<file path="src/rtl/ter_pkg.sv">
// Purpose: constants for the translation event recorder
// Assumes: one 100 MHz clock, records of eight 32-bit words
// Notes: word 0 holds code, ssv and sub-context, word 1 the source
package ter_pkg;
    localparam int WORD_W = 32;
    localparam int SID_W = 32;
    localparam int SUB_W = 20;
    localparam int ADDR_W = 64;
    localparam int TSE_W = 6;
    localparam int SPL_W = 5;
    localparam logic [2:0] LAST_WORD = 3'h7;
    localparam logic [7:0] EV_UNSUPPORTED = 8'h01;
    localparam logic [7:0] EV_BAD_SOURCE = 8'h02;
    localparam logic [7:0] EV_STE_FETCH = 8'h03;
    localparam logic [7:0] EV_BAD_STE = 8'h04;
    localparam int W0_SSV = 11;
    localparam int W0_SUB_LSB = 12;
    localparam int W3_RNW = 0;
    localparam int W3_INSTR = 1;
    localparam int W3_PRIV = 2;
    localparam int W3_SECURE = 3;
    localparam int W3_STAGE = 4;
    localparam int W3_CLASS = 5;
    localparam int W3_STALL = 7;
    localparam logic [4:0] SPAN_RSV_MIN = 5'h0c;
    localparam int CLK_PERIOD_NS = 10;
    localparam int MERGE_WINDOW_NS = 1000;
    localparam logic [7:0] MERGE_CYCLES = 8'(MERGE_WINDOW_NS / CLK_PERIOD_NS);
    localparam int FIFO_WIDTH = 34;
    localparam int FIFO_DEPTH = 32;
    typedef enum logic [2:0] {
        ST_IDLE = 3'b001,
        ST_WAIT = 3'b010,
        ST_EMIT = 3'b100
    } ter_state_e;
endpackage

</file>
<file path="src/rtl/ter_top.sv">
// Purpose: event record formatter with merge filter and record fifo
// Assumes: all inputs come from logic on clk_i
// Notes: a record drains only once all eight words sit in the fifo
`timescale 1ns/1ns
module ter_fifo #(
    parameter int WIDTH = 8,
    parameter int DEPTH = 4
) (
    input wire logic clk_i,
    input wire logic rst_i,
    input wire logic in_valid_i,
    output logic in_ready_o,
    input wire logic [WIDTH-1:0] in_data_i,
    output logic out_valid_o,
    input wire logic out_ready_i,
    output logic [WIDTH-1:0] out_data_o
);
    localparam int AW = $clog2(DEPTH);
    localparam logic [AW:0] FULL_CNT = (AW+1)'(DEPTH);
    typedef struct packed {
        logic [AW-1:0] wr;
        logic [AW-1:0] rd;
        logic [AW:0] cnt;
    } ter_fifo_s;
    ter_fifo_s f_ff;
    ter_fifo_s nxt_f;
    logic [WIDTH-1:0] mem [DEPTH];
    logic wr_en;
    logic rd_en;

    assign in_ready_o = f_ff.cnt != FULL_CNT;
    assign out_valid_o = f_ff.cnt != '0;
    assign out_data_o = mem[f_ff.rd];
    assign wr_en = in_valid_i && in_ready_o;
    assign rd_en = out_valid_o && out_ready_i;

    always_comb begin
        nxt_f = f_ff;
        if (wr_en) begin
            nxt_f.wr = f_ff.wr + AW'(1);
        end
        if (rd_en) begin
            nxt_f.rd = f_ff.rd + AW'(1);
        end
        nxt_f.cnt = f_ff.cnt + (AW+1)'(wr_en) - (AW+1)'(rd_en);
    end

    always_ff @(posedge clk_i or posedge rst_i) begin
        if (rst_i) begin
            f_ff <= '0;
        end else begin
            f_ff <= nxt_f;
        end
    end

    // storage, no reset needed
    always_ff @(posedge clk_i) begin
        if (wr_en) begin
            mem[f_ff.wr] <= in_data_i;
        end
    end
endmodule // ter_fifo

module ter_top (
    input wire logic clk_i,
    input wire logic rst_i,
    input wire logic tx_valid_i,
    output logic tx_ready_o,
    input wire logic [ter_pkg::SID_W-1:0] tx_source_id_i,
    input wire logic [ter_pkg::SUB_W-1:0] tx_sub_id_i,
    input wire logic tx_sub_valid_i,
    input wire logic tx_secure_i,
    input wire logic tx_read_i,
    input wire logic tx_instr_in_i,
    input wire logic tx_priv_in_i,
    input wire logic tx_instr_ovr_i,
    input wire logic tx_priv_ovr_i,
    input wire logic [ter_pkg::ADDR_W-1:0] tx_address_i,
    input wire logic tx_unsupported_i,
    input wire logic [ter_pkg::WORD_W-1:0] tx_reason_i,
    input wire logic tx_fault_i,
    input wire logic [7:0] tx_fault_code_i,
    input wire logic tx_stage_i,
    input wire logic [1:0] tx_class_i,
    input wire logic tx_stall_i,
    input wire logic [ter_pkg::ADDR_W-1:0] tx_fetch_addr_i,
    input wire logic tx_merge_enable_i,
    input wire logic [ter_pkg::SPL_W-1:0] first_level_span_i,
    input wire logic translation_enable_i,
    input wire logic [1:0] record_invalid_source_i,
    input wire logic [1:0][ter_pkg::TSE_W-1:0] table_size_exponent_i,
    input wire logic [1:0] table_format_i,
    input wire logic [1:0][ter_pkg::SPL_W-1:0] split_i,
    input wire logic [1:0] event_queue_enable_i,
    input wire logic [1:0] queue_full_i,
    input wire logic [1:0] queue_abort_i,
    output logic q_valid_o,
    input wire logic q_ready_i,
    output logic [ter_pkg::WORD_W-1:0] q_data_o,
    output logic q_last_o,
    output logic q_secure_o,
    output logic [15:0] merged_count_o,
    output logic [15:0] dropped_count_o
);
    import ter_pkg::*;

    typedef struct packed {
        ter_state_e state;
        logic [2:0] idx;
        logic [7:0][31:0] rec;
        logic rec_secure;
        logic last_valid;
        logic [7:0] timer;
        logic [15:0] merged;
        logic [15:0] dropped;
        logic [2:0] rec_cnt;
        logic out_valid;
        logic [31:0] out_data;
        logic out_last;
        logic out_secure;
    } ter_top_s;

    ter_top_s st_ff;
    ter_top_s nxt_st;
    logic [7:0][31:0] rec_new;
    logic [TSE_W-1:0] tse;
    logic [SPL_W-1:0] spl;
    logic [31:0] low_mask;
    logic [31:0] span_lim;
    logic oor_size;
    logic oor_two;
    logic bad_src;
    logic uut;
    logic flt;
    logic is_bsid;
    logic flt_rec;
    logic has_ev;
    logic [7:0] code;
    logic pre_lookup;
    logic stall;
    logic wr_ok;
    logic wait_ok;
    logic acc;
    logic same;
    logic merge_hit;
    logic acc_new;
    logic push;
    logic pop;
    logic fifo_in_ready;
    logic fifo_out_valid;
    logic [FIFO_WIDTH-1:0] fifo_in;
    logic [FIFO_WIDTH-1:0] fifo_out;

    // range checks on the source's own security state
    assign tse = table_size_exponent_i[tx_secure_i];
    assign spl = split_i[tx_secure_i];
    assign oor_size = (tx_source_id_i >> tse) != 32'h0;
    assign low_mask = (32'h1 << spl) - 32'h1;
    assign span_lim = 32'h1 << (first_level_span_i - 5'h1);
    assign oor_two = table_format_i[tx_secure_i] && (first_level_span_i == 5'h0
        || first_level_span_i >= SPAN_RSV_MIN
        || {1'b0, first_level_span_i} > {1'b0, spl} + 6'h1
        || (tx_source_id_i & low_mask) >= span_lim);
    assign bad_src = record_invalid_source_i[tx_secure_i] && translation_enable_i && (oor_size || oor_two);

    // unsupported upstream does not depend on translation enable
    assign uut = tx_unsupported_i;
    assign flt = tx_fault_i && translation_enable_i;
    assign is_bsid = !uut && bad_src;
    assign flt_rec = !uut && !bad_src && flt;
    assign has_ev = uut || bad_src || flt;
    assign code = uut ? EV_UNSUPPORTED : (bad_src ? EV_BAD_SOURCE : tx_fault_code_i);
    assign pre_lookup = code == EV_UNSUPPORTED || code == EV_BAD_SOURCE
        || code == EV_STE_FETCH || code == EV_BAD_STE;
    assign stall = flt_rec && tx_stall_i;
    assign wr_ok = event_queue_enable_i[tx_secure_i]
        && !queue_full_i[tx_secure_i] && !queue_abort_i[tx_secure_i];
    assign wait_ok = event_queue_enable_i[st_ff.rec_secure]
        && !queue_full_i[st_ff.rec_secure] && !queue_abort_i[st_ff.rec_secure];

    // record image built from the incoming transaction
    always_comb begin
        rec_new = '0;
        rec_new[0][7:0] = code;
        rec_new[0][W0_SSV] = tx_sub_valid_i;
        if (tx_sub_valid_i) begin
            rec_new[0][31:W0_SUB_LSB] = tx_sub_id_i;
        end
        rec_new[1] = tx_source_id_i;
        if (!is_bsid) begin
            rec_new[2] = tx_reason_i;
            rec_new[3][W3_RNW] = tx_read_i;
            rec_new[3][W3_INSTR] = uut ? tx_instr_in_i : tx_instr_ovr_i;
            rec_new[3][W3_PRIV] = uut ? tx_priv_in_i : tx_priv_ovr_i;
            rec_new[3][W3_SECURE] = tx_secure_i;
            rec_new[4] = tx_address_i[31:0];
            rec_new[5] = tx_address_i[63:32];
        end
        if (flt_rec) begin
            rec_new[3][W3_STAGE] = tx_stage_i;
            rec_new[3][W3_CLASS+:2] = tx_class_i;
            rec_new[3][W3_STALL] = tx_stall_i;
            rec_new[6] = tx_fetch_addr_i[31:0];
            rec_new[7] = tx_fetch_addr_i[63:32];
        end
    end

    // merge filter against the last written record
    assign acc = tx_valid_i && st_ff.state == ST_IDLE;
    assign same = st_ff.last_valid && st_ff.timer != 8'h0 && rec_new == st_ff.rec
        && tx_secure_i == st_ff.rec_secure;
    assign merge_hit = same && !stall && (pre_lookup || tx_merge_enable_i);
    assign acc_new = acc && has_ev && !merge_hit && (wr_ok || stall);

    assign push = st_ff.state == ST_EMIT && fifo_in_ready;
    assign fifo_in = {st_ff.rec_secure, st_ff.idx == LAST_WORD, st_ff.rec[st_ff.idx]};
    // drain only while a complete record is buffered
    assign pop = fifo_out_valid && st_ff.rec_cnt != 3'h0 && (!st_ff.out_valid || q_ready_i);

    always_comb begin
        nxt_st = st_ff;
        if (st_ff.timer != 8'h0) begin
            nxt_st.timer = st_ff.timer - 8'h1;
        end
        case (st_ff.state)
            ST_IDLE: begin
                if (acc && has_ev) begin
                    if (merge_hit) begin
                        nxt_st.merged = st_ff.merged + 16'h1;
                    end else if (!wr_ok && !stall) begin
                        nxt_st.dropped = st_ff.dropped + 16'h1;
                    end else begin
                        nxt_st.rec = rec_new;
                        nxt_st.rec_secure = tx_secure_i;
                        nxt_st.last_valid = 1'b0;
                        nxt_st.idx = 3'h0;
                        nxt_st.state = wr_ok ? ST_EMIT : ST_WAIT;
                    end
                end
            end
            ST_WAIT: begin
                if (wait_ok) begin
                    nxt_st.state = ST_EMIT;
                end
            end
            ST_EMIT: begin
                if (fifo_in_ready) begin
                    nxt_st.idx = st_ff.idx + 3'h1;
                    if (st_ff.idx == LAST_WORD) begin
                        nxt_st.state = ST_IDLE;
                        nxt_st.last_valid = 1'b1;
                        nxt_st.timer = MERGE_CYCLES;
                    end
                end
            end
            default: begin
                nxt_st.state = ST_IDLE;
            end
        endcase
        if (pop) begin
            nxt_st.out_valid = 1'b1;
            nxt_st.out_data = fifo_out[31:0];
            nxt_st.out_last = fifo_out[32];
            nxt_st.out_secure = fifo_out[33];
        end else if (q_ready_i) begin
            nxt_st.out_valid = 1'b0;
        end
        case ({push && fifo_in[32], pop && fifo_out[32]})
            2'b10: nxt_st.rec_cnt = st_ff.rec_cnt + 3'h1;
            2'b01: nxt_st.rec_cnt = st_ff.rec_cnt - 3'h1;
            default: nxt_st.rec_cnt = st_ff.rec_cnt;
        endcase
    end

    always_ff @(posedge clk_i or posedge rst_i) begin
        if (rst_i) begin
            st_ff <= '0;
            st_ff.state <= ST_IDLE;
        end else begin
            st_ff <= nxt_st;
        end
    end

    ter_fifo #(
        .WIDTH(FIFO_WIDTH),
        .DEPTH(FIFO_DEPTH)
    ) u_fifo (
        .clk_i(clk_i),
        .rst_i(rst_i),
        .in_valid_i(push),
        .in_ready_o(fifo_in_ready),
        .in_data_i(fifo_in),
        .out_valid_o(fifo_out_valid),
        .out_ready_i(pop),
        .out_data_o(fifo_out)
    );

    assign tx_ready_o = st_ff.state[0];
    assign q_valid_o = st_ff.out_valid;
    assign q_data_o = st_ff.out_data;
    assign q_last_o = st_ff.out_last;
    assign q_secure_o = st_ff.out_secure;
    assign merged_count_o = st_ff.merged;
    assign dropped_count_o = st_ff.dropped;
endmodule // ter_top

</file>
<file path="config.mk">
export PLATFORM = sky130hd
export DESIGN_NAME = ter_top
export DESIGN_NICKNAME = d
export VERILOG_FILES = /design/src/rtl/ter_pkg.sv /design/src/rtl/ter_top.sv
export SDC_FILE = /design/constraint.sdc
export NUM_CORES = 2
export LEC_CHECK = 0
export ABC_AREA = 1
export BUFFER_PORTS_ARGS = -buffer_cell sky130_fd_sc_hd__buf_4
export CAP_MARGIN = 5
export CORE_MARGIN = 2
export CORE_UTILIZATION = 45
export DETAILED_ROUTE_END_ITERATION = 7
export PLACE_DENSITY = 0.69
export SLEW_MARGIN = 20
export SYNTH_ARGS = -nofsm -noshare
export SYNTH_HDL_FRONTEND = slang
export SYNTH_SLANG_ARGS = --single-unit
</file>
<file path="constraint.sdc">
create_clock -name clk_i -period 16.24 [get_ports clk_i]
set_input_delay 3.248 -clock clk_i [delete_from_list [all_inputs] [get_ports clk_i]]
set_output_delay 3.248 -clock clk_i [all_outputs]
set_load 0.01 [all_outputs]
</file>
==> impl_metrics.ini <==
[timing]
finClkSkew_ns = 0.06143
layout_setup_ws_ns = 3.368
slew_headroom_pct = 17.90
setup_viol = 0
tns_ns = 0
slew_viol_final = 0
period_share_pct = 79.26
rsz0062_at_grt = false
fmaxAchievable_ghz = 0.07769
timing.final.hold_violations = 0
worst_pin_slew_ns = 1.219
fin_crit_ns = 12.87

[detailed_routing]
drt_wl_total_um = 218900
ant_nets = 0
routedWlPerCell_um = 24.26
vias_per_cell = 5.895
dr.pass1.iters = 8
drc_errors = 2
num_vias = 53181
drt_iter0_markers = 7156

[floorplan]
die_x_um = 388.6
die-area_mm2 = 0.1510
pin_count = 344
start_util_pct = 45.18
coreArea_mm2 = 0.1473
dieHeight_um = 388.6
rows = 141

[setup_path]
cp_max_fo = 102
r2r-end = q_data_o[29]$_DFFE_PP0P_
ff2ff_path_depth = 10
cp.required_ns = 16.86
arrival_ns = 13.50
cpMostUsedCell = nor2_1
reg2reg_from = u_fifo.f_ff[6]$_DFFE_PP0P_
crit_slowest_cell = buf_4
endpoint = st_ff[234]$_DFFE_PP0P_
startpoint_type = primary input
crit_type = in2reg
rrSetupSlack_ns = 11.23
worstSetupEndpointType = flop
crit_start = tx_secure_i
cpPeakStageDelay_ns = 0.77

[clock_network]
clock_sinks = 1419
post_cts_resized = 0
clock_path_buffers = 3
post_cts_buffers = 0
htreeDepth = 4
root_buffer = clkbuf_16
clk_pin_slew_ns = 0.06
cts_buffers = 149
tritoncts = built
cts_hold_buf = 0
clock_latency_ns = 0.80

[run]
drv_cap = 0

[synth]
synth_cells = 6834
synth_edf_count = 1088
synth-seq-cells = 1419
synth_ff_type = edfxtp_1
syn_nets = 7178
synth_top_area_cell = edfxtp_1
yosys_warnings = 0
asyncSetResetFlopFracSynth_pct = 23.33
synth_cell_types = 49
yosys-top-cells-count = 1348 x nand2_1, 1088 x edfxtp_1, 969 x nor2_1
ys_seq_area_share_pct = 61.54
synthTopCellsByArea = edfxtp_1 49%, dfrtp_1 12%, nand2_1 7.6%, o21ai_0 5.6%, nor2_1 5.5%
synth_area_per_cell_um2 = 9.738
yosysTopAreaCellShare_pct = 49.09
syn_area_mm2 = 0.06655
post-synth-top-count-cell = nand2_1

[global_route]
grt_overflow_total = 0
grt_max_degree = 196
antenna_found_initial = 5
grt.total_usage_pct = 28.30
grt_pass1_wl_um = 319700
grt_pass1_vias = 49468

[run_status]
status = finished with violations
violations = design-rule violations

[pwr]
p_leak_nw = 29.46
powerDensity_mw_per_mm2 = 166.7
vdd_drop_max_v = 0.0001235

[placement]
port_buffers = 343
gp_congestion = 0.9562
pre_cts_ws_ns = 2.914
hpwl_um = 134500

[cells_and_area]
drive_gt1_share_pct = 10.89
fin_nets = 7319
syn2layout_area_growth_pct = 13.56

[worst_hold_path]
hold_path_class = reg2reg
hp-start = q_data_o[9]$_DFFE_PP0P_
## cell families (layout without fill, tap and decap cells)
group           count (synthesis)  after routing  synth area share (%)
simple gates                 2935           2935                 18.18
compound gates               1465           1465                 12.34
mux                             3              3               0.04512
other cells                     0              1                     0
fa+ha+maj                      68             68                 1.301
buf+inv                       875           1132                 5.685
flops                        1419           1419                 61.54
xor+xnor                       69             69                0.9081
## stage by stage
step	instance area (um2)	total power [mW]	instances	utilization [%]	hold slack (ns)
final	75570	12.60	9022	51.30	0.4775
after CTS	75560	12.56	9021	51.29	0.4857
after floorplan	66550	7.598	6834	-	0.4421
after global routing	75570	13.19	9021	51.30	0.5021
after detailed placement	70740	9.189	8754	48.02	0.4693
after global placement	70720	9.080	8754	48.01	0.4654
## final cells by class
class,instances,area (um2)
Antenna cell,1,2.502
Clock buffer,201,4004
Clock inverter,66,818.3
Tap cell,1930,2415
Multi-Input combinational cell,4540,22320
Timing Repair Buffer,458,3492
Fill cell,12885,71740
Sequential cell,1419,40970
Inverter,407,1548
## worst max-delay path: cells and delay by family
kind                       cells  cell delay [ns]
adders and majority gates      3             0.77
and+or+nand+nor               34             6.29
buffers and inverters         12             2.70
AOI/OAI and AO/OA              2             0.40
## metal layers
metal | global-route usage, % | routed length [um] | up-vias | share of wire (%)
met4 | 13.30 | 11000 | 4 | 5.0
met3 | 4.379 | 19930 | 497 | 9.1
met5 | 0 | 30 | - | 0.014
li1 | - | - | 24089 | -
met1 | 37.46 | 84830 | 25534 | 39
met2 | 45.84 | 103100 | 3057 | 47
## where the power goes
| part | internal (mW) | total (mW) | switching, mW | leakage (nW) |
|---|---|---|---|---|
| Clock | 1.91 | 3.39 | 1.48 | 2.35 |
| Combinational | 1.23 | 4.27 | 3.04 | 12.6 |
| Sequential | 4.59 | 4.94 | 0.349 | 14.5 |
| Total | 7.73 | 12.6 | 4.87 | 29.5 |
## cells in the final DEF (no fill, tap or decap), drive strengths merged, types with 2 or more instances in the layout
cell,netlist,final
a2111o,2,2
a211oi,8,8
a21oi,122,122
a221oi,5,5
a31oi,37,37
and3,5,5
buf,180,458
bufinv,0,10
clkbuf,288,201
clkinv,7,51
dfrtp,330,330
edfxtp,1088,1088
fa,2,2
ha,66,66
inv,400,411
mux2i,3,3
nand2,1352,1352
nand3,364,364
nand3b,18,18
nand4,167,167
nor2,969,969
nor3,34,34
nor3b,4,4
nor4,11,11
o2111ai,5,5
o211ai,36,36
o21a,3,3
o21ai,946,946
o221ai,109,109
o22ai,187,187
or2,10,10
xnor2,18,18
xor2,51,51
## registers in the layout, summed over array words and instances (netlist names)
| register | flops |
|---|---|
| q_secure_o | 1 |
| q_data_o | 32 |
| q_valid_o | 1 |
| dropped_count_o | 16 |
| st_ff | 246 |
| merged_count_o | 16 |
| q_last_o | 1 |
| tx_ready_o | 1 |
| u_fifo.f_ff | 16 |
| u_fifo.mem | 1088 |
| fifo_in | 1 |
## worst min-delay path by stage
stage / endpoint / cells past startpoint
2_1_floorplan: st_ff[78]$_DFFE_PP0P_ / 2
3_5_place_dp: q_data_o[9]$_DFFE_PP0P_ / 2
3_3_place_gp: st_ff[35]$_DFFE_PP0P_ / 1
5_1_grt: q_data_o[11]$_DFFE_PP0P_ / 2
4_1_cts: q_data_o[9]$_DFFE_PP0P_ / 2
6_report: q_data_o[9]$_DFFE_PP0P_ / 2
Power figures use the tool's default switching activity.
